<file path="src/hdl/fsp_defs.svh">
/*
 * Constants of the flash sector protection block: register offsets, field
 * positions, sector and group counts and timing counts.
 * Assumes inclusion by bare name from the design files; definitions only.
 */
`ifndef FSP_DEFS_SVH
`define FSP_DEFS_SVH
// What this block does
// - Program and erase blocked per sector or group by protection state.
// - Asserted write-protect blocks sectors 0, 1, 268 and 269.
// - Hardware write protection acts in persistent and password modes.
// - With no mode bit set, persistent protection mode applies.
// - Two one-time mode bits; the persistent one fixes persistent mode.
// - Password bit fixes the device to password protection forever.
// - Once either mode bit is set, the other can never be set.
// - Delivered state: all sectors unprotected, no persistent bit set.
// - Sector is persistently locked, dynamically locked, or unlocked.
// - One persistent bit per group of at most four sectors.
// - Each small boot sector has its own persistent bit.
// - Persistent bits are set individually by a write command.
// - Persistent bit erase clears all bits at once, never one.
// - Global freeze bit at 1 holds persistent bits; 0 allows change.
// - In persistent mode the freeze bit clears at power-up and reset.
// - No command clears the freeze bit in persistent mode.
// - Volatile dynamic bit per sector, cleared at reset, freely written.
// - Sector protected when group persistent bit OR dynamic bit is set.
// - Protected target unchanged; busy about 1 us program, 50 us erase.
// - In password mode the freeze bit comes up set after reset.

// Register offsets (word offsets on the plain port)
`define FSP_OFS_CTRL 4'h0
`define FSP_OFS_STAT 4'h1
`define FSP_OFS_MODE 4'h2
`define FSP_OFS_DYN 4'h3
`define FSP_OFS_PPB 4'h4
`define FSP_OFS_REQ 4'h5
`define FSP_OFS_RESULT 4'h6
`define FSP_OFS_PWOK 4'h7

// CTRL command field (bits 2:0) and write-data fields
`define FSP_CMD_PPB_SET 3'h1
`define FSP_CMD_PPB_ERASE 3'h2
`define FSP_CMD_FREEZE 3'h3
`define FSP_CMD_DYN_SET 3'h4
`define FSP_CMD_DYN_CLR 3'h5
`define FSP_CMD_SEL_PERS 3'h6
`define FSP_CMD_SEL_PASS 3'h7
`define FSP_BIT_OP_ERASE 22
`define FSP_BIT_OP_GO 23

// Sizes
`define FSP_SECTORS 270
`define FSP_GROUPS 80
`define FSP_LAST_SECTOR 9'h10d
`define FSP_PREV_SECTOR 9'h10c

// Busy times on a protected target, in ns, and cycles at 40 ns
`define FSP_CLK_NS 40
`define FSP_PROG_NS 1000
`define FSP_ERASE_NS 50000
`define FSP_PROG_CYC ((`FSP_PROG_NS) / (`FSP_CLK_NS))
`define FSP_ERASE_CYC ((`FSP_ERASE_NS) / (`FSP_CLK_NS))
`endif

</file>
<file path="src/hdl/fsp_pkg.sv">
/*
 * Types of the flash sector protection block.
 * Assumes the constants header is available to the files that use these.
 */
package fsp_pkg;
  typedef enum logic [2:0] {
    FSP_IDLE = 3'b001,
    FSP_BUSY = 3'b010,
    FSP_DONE = 3'b100
  } fsp_state_e;
  typedef logic [8:0] fsp_sector_t;
  typedef logic [6:0] fsp_group_t;
endpackage : fsp_pkg

</file>
<file path="src/hdl/fsp_map_if.sv">
/*
 * Interface carrying an address to the sector/group decoder and its answer.
 * Assumes both ends run from the same clock; the decode is combinational.
 */
`timescale 1ns/1ns
interface fsp_map_if;
  logic [21:11] addr;
  fsp_pkg::fsp_sector_t sector;
  fsp_pkg::fsp_group_t group;
  modport user (output addr, input sector, group);
  modport map (input addr, output sector, group);
endinterface : fsp_map_if

</file>
<file path="src/hdl/fsp_protect.sv">
/*
 * Sector protection logic: persistent bits per group, dynamic bits per
 * sector, global freeze bit, mode selection bits, write-protect guard and
 * a checker of program/erase requests with the refused-operation busy time.
 * Assumes synchronous inputs and a register master that never waits.
 * Non-volatile bits are modelled as flops loaded on power-up reset only.
 */
`timescale 1ns/1ns
`include "fsp_defs.svh"
module fsp_protect (
  input wire logic ref_clk,
  input wire logic resetn,
  input wire logic por_n,
  input wire logic clk_en,
  input wire logic wp_n,
  input wire logic [3:0] reg_addr,
  input wire logic [31:0] reg_wdata,
  input wire logic reg_wr,
  input wire logic reg_rd,
  output logic [31:0] reg_rdata,
  output logic op_allow,
  output logic op_busy,
  output logic freeze_out
);
  // Non-volatile bits survive hardware reset, cleared only by por_n
  logic [`FSP_GROUPS-1:0] ppb_r;
  logic sel_pers_r;
  logic sel_pass_r;
  logic [`FSP_SECTORS-1:0] dyn_r;
  logic freeze_r;
  logic rst_seen_r;
  logic pw_ok_r;
  fsp_pkg::fsp_state_e st_r;
  logic [10:0] cnt_r;
  logic allow_r;
  logic refused_r;
  logic last_ok_r;
  logic busy_r;
  logic [10:0] busy_run_r;
  logic [21:11] req_addr_r;
  logic [31:0] rdata_r;

  fsp_map_if cmd_m ();
  fsp_map_if req_m ();
  fsp_sector_map u_cmd_map (.m(cmd_m.map));
  fsp_sector_map u_req_map (.m(req_m.map));
  assign cmd_m.addr = reg_wdata[21:11];
  assign req_m.addr = req_addr_r;

  // Write decode
  wire wr_ctrl = reg_wr && (reg_addr == `FSP_OFS_CTRL);
  wire wr_req = reg_wr && (reg_addr == `FSP_OFS_REQ);
  wire wr_pw = reg_wr && (reg_addr == `FSP_OFS_PWOK);
  wire [2:0] cmd = reg_wdata[2:0];
  wire pass_mode = sel_pass_r;
  wire c_ppb_set = wr_ctrl && cmd == `FSP_CMD_PPB_SET && !freeze_r;
  wire c_ppb_erase = wr_ctrl && cmd == `FSP_CMD_PPB_ERASE && !freeze_r;
  wire c_freeze = wr_ctrl && cmd == `FSP_CMD_FREEZE;
  wire c_dyn_set = wr_ctrl && cmd == `FSP_CMD_DYN_SET;
  wire c_dyn_clr = wr_ctrl && cmd == `FSP_CMD_DYN_CLR;
  // Either mode bit blocks the other for good
  wire c_sel_pers = wr_ctrl && cmd == `FSP_CMD_SEL_PERS &&
    !sel_pass_r;
  wire c_sel_pass = wr_ctrl && cmd == `FSP_CMD_SEL_PASS &&
    !sel_pers_r;
  // Password match is decided outside; only honoured in password mode
  wire c_unfreeze = wr_pw && reg_wdata[0] && pass_mode;

  // Request decode: sector protected by group bit OR dynamic bit
  wire [8:0] rs = req_m.sector;
  wire [6:0] rg = req_m.group;
  wire sec_prot = ppb_r[rg] | dyn_r[rs];
  wire wp_hit = !wp_n && (rs == 9'h000 || rs == 9'h001 ||
    rs == `FSP_PREV_SECTOR || rs == `FSP_LAST_SECTOR);
  wire blocked = sec_prot | wp_hit;
  wire req_go = wr_req && reg_wdata[`FSP_BIT_OP_GO];
  wire req_erase = reg_wdata[`FSP_BIT_OP_ERASE];
  wire [10:0] busy_len = req_erase ? 11'(`FSP_ERASE_CYC) :
                                     11'(`FSP_PROG_CYC);

  // Non-volatile bits: shipped clear, one-time mode bits
  always_ff @(posedge ref_clk or negedge por_n) begin
    if (!por_n) begin
      ppb_r <= '0;
      sel_pers_r <= 1'b0;
      sel_pass_r <= 1'b0;
    end else if (clk_en) begin
      if (c_ppb_erase) begin
        ppb_r <= '0;
      end else if (c_ppb_set) begin
        ppb_r[cmd_m.group] <= 1'b1;
      end
      if (c_sel_pers) begin
        sel_pers_r <= 1'b1;
      end
      if (c_sel_pass) begin
        sel_pass_r <= 1'b1;
      end
    end
  end

  // Dynamic bits are volatile and cleared by resetn, not by por_n
  always_ff @(posedge ref_clk or negedge resetn) begin
    if (!resetn) begin
      dyn_r <= '0;
    end else if (clk_en) begin
      if (c_dyn_set) begin
        dyn_r[cmd_m.sector] <= 1'b1;
      end else if (c_dyn_clr) begin
        dyn_r[cmd_m.sector] <= 1'b0;
      end
    end
  end

  // Freeze resets clear; a flag one edge after release reloads it set in
  // password mode, since the mode bit may not be sampled under reset
  always_ff @(posedge ref_clk or negedge resetn) begin
    if (!resetn) begin
      freeze_r <= 1'b0;
      rst_seen_r <= 1'b0;
    end else if (clk_en) begin
      rst_seen_r <= 1'b1;
      if (!rst_seen_r) begin
        freeze_r <= pass_mode;
      end else if (c_freeze) begin
        freeze_r <= 1'b1;
      end else if (c_unfreeze) begin
        freeze_r <= 1'b0;
      end
    end
  end

  // Request checker: refused targets stay busy for the polling time
  always_ff @(posedge ref_clk or negedge resetn) begin
    if (!resetn) begin
      st_r <= fsp_pkg::FSP_IDLE;
      cnt_r <= 11'h000;
      allow_r <= 1'b0;
      refused_r <= 1'b0;
      last_ok_r <= 1'b0;
      busy_r <= 1'b0;
      req_addr_r <= '0;
      pw_ok_r <= 1'b0;
    end else if (clk_en) begin
      pw_ok_r <= c_unfreeze;
      case (st_r)
        fsp_pkg::FSP_IDLE: begin
          allow_r <= 1'b0;
          busy_r <= 1'b0;
          if (req_go) begin
            req_addr_r <= reg_wdata[21:11];
            cnt_r <= busy_len;
            st_r <= fsp_pkg::FSP_DONE;
          end
        end
        fsp_pkg::FSP_DONE: begin
          refused_r <= blocked;
          last_ok_r <= !blocked;
          busy_r <= blocked;
          allow_r <= !blocked;
          st_r <= blocked ? fsp_pkg::FSP_BUSY : fsp_pkg::FSP_IDLE;
        end
        fsp_pkg::FSP_BUSY: begin
          allow_r <= 1'b0;
          cnt_r <= cnt_r - 11'h001;
          if (cnt_r == 11'h001) begin
            busy_r <= 1'b0;
            st_r <= fsp_pkg::FSP_IDLE;
          end
        end
        default: st_r <= fsp_pkg::FSP_IDLE;
      endcase
    end
  end

  // Read mux; RESULT holds the last verdict since op_allow is only a pulse
  wire [31:0] stat_w = {26'h0, pw_ok_r, refused_r, sel_pass_r, sel_pers_r,
                        busy_r, freeze_r};
  wire [31:0] rd_sel =
    (reg_addr == `FSP_OFS_STAT) ? stat_w :
    (reg_addr == `FSP_OFS_MODE) ? {30'h0, sel_pass_r, sel_pers_r} :
    (reg_addr == `FSP_OFS_DYN) ? {31'h0, dyn_r[cmd_m.sector]} :
    (reg_addr == `FSP_OFS_PPB) ? {31'h0, ppb_r[cmd_m.group]} :
    (reg_addr == `FSP_OFS_RESULT) ? {30'h0, refused_r, last_ok_r} :
    32'h0000_0000;

  // Read data stand one cycle after the strobe and only there
  always_ff @(posedge ref_clk or negedge resetn) begin
    if (!resetn) begin
      rdata_r <= 32'h0000_0000;
    end else if (clk_en) begin
      rdata_r <= reg_rd ? rd_sel : 32'h0000_0000;
    end
  end

  assign reg_rdata = rdata_r;
  assign op_allow = allow_r;
  assign op_busy = busy_r;
  assign freeze_out = freeze_r;

  // Length of the running refusal window; helper for the polling check
  always_ff @(posedge ref_clk or negedge resetn) begin
    if (!resetn) begin
      busy_run_r <= 11'h000;
    end else if (clk_en) begin
      busy_run_r <= busy_r ? busy_run_r + 11'h001 : 11'h000;
    end
  end
endmodule : fsp_protect

</file>
<file path="src/hdl/fsp_sector_map.sv">
/*
 * Address to sector index and protection group decoder.
 * Assumes address bits 21..11; sectors below 8 and above 261 are 8 KB
 * boot sectors, the rest 64 KB sectors in groups of at most four.
 */
`timescale 1ns/1ns
module fsp_sector_map (
  fsp_map_if.map m
);
  wire [5:0] hi = m.addr[21:16];
  wire [2:0] lo = m.addr[13:11];
  wire [1:0] mid = m.addr[15:14];
  wire bot = (hi == 6'h00);
  wire top = (hi == 6'h3f);
  // Big sectors: 64 KB each, indexed from the 21..14 bits
  wire [8:0] big = {1'b0, m.addr[21:14]} + 9'h007;
  // Boot region decode; the 64 KB remainders of each end form odd groups
  assign m.sector = (bot && mid == 2'h0) ? {6'h00, lo} :
                    (top && mid == 2'h3) ? (9'h106 + {6'h00, lo}) :
                    big;
  assign m.group = (bot && mid == 2'h0) ? {4'h0, lo} :
                   bot ? 7'h08 :
                   (top && mid == 2'h3) ? (7'h48 + {4'h0, lo}) :
                   top ? 7'h47 :
                   (7'h08 + {1'b0, hi});
endmodule : fsp_sector_map

</file>
<file path="config.mk">
export PLATFORM = sky130hd
export DESIGN_NAME = fsp_protect
export DESIGN_NICKNAME = d
export VERILOG_FILES = /design/src/hdl/fsp_pkg.sv /design/src/hdl/fsp_map_if.sv /design/src/hdl/fsp_protect.sv /design/src/hdl/fsp_sector_map.sv
export VERILOG_INCLUDE_DIRS = /design/src /design/src/hdl
export SDC_FILE = /design/constraint.sdc
export NUM_CORES = 1
export LEC_CHECK = 0
export BUFFER_PORTS_ARGS = -buffer_cell sky130_fd_sc_hd__buf_2
export CORE_MARGIN = 4
export CORE_UTILIZATION = 50
export DETAILED_ROUTE_END_ITERATION = 16
export HOLD_SLACK_MARGIN = 0.08
export PLACE_DENSITY = 0.78
export SETUP_SLACK_MARGIN = 0.3
export SYNTH_ARGS = -nofsm -noshare
export SYNTH_HDL_FRONTEND = slang
export SYNTH_SLANG_ARGS = --single-unit
</file>
<file path="constraint.sdc">
create_clock -name ref_clk -period 3.6 [get_ports ref_clk]
set_input_delay 0.72 -clock ref_clk [delete_from_list [all_inputs] [get_ports ref_clk]]
set_output_delay 0.72 -clock ref_clk [all_outputs]
set_load 0.05 [all_outputs]
</file>
==> out/qor.yml <==
synthesis:
  yosys.area.top_type: "dfrtp_1"
  synthDominantCellAreaShare_pct: 40.7
  synthDistinctLibCells: 83
  ys_seq_area_share_pct: 40.8
  synth_area_leaders: "dfrtp_1, o31ai_1, o21ai_0, nand2_1, clkbuf_1"
  yosysWarnings: 0
  syn_inst: 2729
  syn-cell-area_um2: 23900
  synthArstFlopShare_pct: 100
  ys_ff_latch: 390
  synth.most_common_cell: "dfrtp_1"
  synth-edff-count: 0
  yosys_most_used_dff: "dfrtp_1"
  avgSynthCellArea_um2: 8.77
  yosys-top-cells-count: "dfrtp_1, o21ai_0, nand2_1, o31ai_1, clkbuf_1"
die:
  die-area_um2: 51400
  fp.coreArea_um2: 47000
  io_pins: 78
  fp.dieH_um: 227
  die-width_um: 227
  rows: 79
  start_util_pct: 51.0
grt:
  grt.overflow.total: 0
  grt_pass1_vias: 23300
  grt_max_degree: 200
  antenna_found_initial: 0
  grt_pass1_wl_mm: 136
  track_usage_pct: 33.8
clocking:
  clkSinkCount: 390
  htree_num_levels: 2
  cts_tree: "built"
  insertion_delay_ps: 600
  root_buffer: "clkbuf_16"
  clkTransAtPathRegs_ps: 70
  cts_hold_buf: 0
  numCtsBuffers: 44
  cts_buffer_depth: 3
sta:
  setup_slack_ps: -63.0
  finalSetupViolations: 3
  hold_viol_final: 0
  min_period_over_period_pct: 102
  finClkSkew_ps: 34.6
  setup_tns_ps: -72.5
  finalCriticalPeriod_ps: 3660
  slew_headroom_pct: 26.1
  tightest_slew_ps: 1110
  fmaxAchievable_mhz: 273
  rsz0062_at_grt: "yes"
  final_max_slew_viol_count: 0
placed_design:
  port_buffers: 35
  dpl_cell_area_um2: 27200
  dp_cells: 3471
  place_congestion: 1.00
  dpl_worst_slack_ps: -437
  hpwl_mm: 60.1
power_and_ir_drop:
  max-vdd-ir-drop_mv: 0.327
  total_power_uw: 14100
  cellLeakagePower_uw: 0.0125
  powerDensity_nw_per_um2: 482
layout:
  drive_gt1_share_pct: 22.1
  finalInstanceArea_um2: 29300
  area_growth_pct: 22.5
  finalNetCount: 2992
  fin_cells: 3577
  diodes: 0
drt:
  wl_mm: 89.7
  via_count: 24300
  viasPerCell: 6.81
  wl_per_cell_um: 25.1
  post-route-drc-count: 0
  first_pass_iters: 6
  drtIter0Drc: 3575
  antenna_left: 0
critical_path:
  critPathLaunchType: "flop"
  cp-end-kind: "flop"
  crit_type: "reg2reg"
  arrival_ps: 4120
  cp.required_ps: 4060
  reg2reg_slack_ps: -60
  path_max_fanout: 6
status:
  violations: "setup timing"
  status: "finished with violations"
run:
  drv_cap: 0
min_path:
  hold_class: "in2async"
==> final cells by class <==
cell class | instances | area (um^2)
multi-input combinational | 2001 | 13100
timing repair buffer | 433 | 4000
clock inverter | 14 | 219
tap | 607 | 759
inverter | 68 | 255
fill | 3789 | 17600
sequential | 390 | 9760
clock buffer | 64 | 1250
==> layer usage <==
layer / vias to the layer above / GRT usage [%] / part of all wire (%)
met5: - / 0 / 0
met3: 409 / 7.51 / 11
met4: 0 / 17.8 / 6.1
li1: 10700 / - / -
met1: 11700 / 45.0 / 39
met2: 1613 / 51.9 / 44
==> layout by cell type, fill, tap and decap left out, drive strengths merged, types with 8 or more instances in the layout <==
master and n:
xnor2 10, a32oi 17, o21ai 321, xor2 11, a2111oi 9, o22ai 10, a221oi 8, o2111ai 32
inv 69, nand2 304, conb 26, o221ai 20, a21oi 145, mux2 54, nor2 158, buf 431
a22oi 12, o211ai 86, o31ai 276, a31oi 31, dfrtp 389, nand3 84, a311oi 15, o32ai 9
nor3 17, and2 17, mux4 24, mux2i 71, a211oi 44, and3 49, ha 11, nand4 27
nor4 16, clkbuf 66
==> worst max-delay path, stage by stage (launching register included) <==
cell	delay [ps]
dfrtp_2	430
buf_4	140
buf_4	150
or3_1	430
nor4bb_1	180
o21ai_1	310
nand2_1	270
buf_4	210
a311oi_1	250
nand4_1	130
nand4_1	260
a21oi_1	70
o221ai_1	170
buf_4	160
nand3_4	100
mux2_4	280
==> logic make-up after synthesis <==
kind of cell / after synthesis / share of synthesized area (%)
xor+xnor: 21 / 0.769
compound gates: 1084 / 30.0
flops: 390 / 40.8
fa+ha+maj: 11 / 0.575
simple gates: 710 / 13.5
other cells: 1 / 0.0157
buf+inv: 363 / 6.56
mux: 149 / 7.77
==> stage by stage <==
step | utilization [%] | hold slack (ps)
after floorplan | - | 424
after global placement | 57.9 | 475
after detailed placement | 57.9 | 485
after CTS | 61.5 | 140
after global routing | 62.4 | 186
final | 62.4 | 142
==> power by group <==
part | internal [uW] | switching (uW)
logic | 2060 | 2950
registers | 4430 | 43.5
clock network | 2760 | 1890
==> what timing repair did <==
action | in CTS | in global routing
setup endpoints to repair | 6 | 7
hold endpoints to repair | 0 | 0
gates cloned | 1 | 2
pin swaps | 6 | 22
gates resized for setup | 27 | 53
setup buffers | 8 | 17
==> path summary, 6_finish.rpt <==
kind                            depth (start not counted)      endpoint            from
min in group ref_clk                                    3  reg_rdata[1]          reg_rd
worst min register to register                          1    rst_seen_r      rst_seen_r
worst min-delay path                                    1     async pin          resetn
max in group asynchronous                               2     async pin          resetn
worst max register to register                         15     refused_r  req_addr_r[14]
worst max-delay path                                   15     refused_r  req_addr_r[14]
No activity file was read; power rests on OpenSTA's default activity.
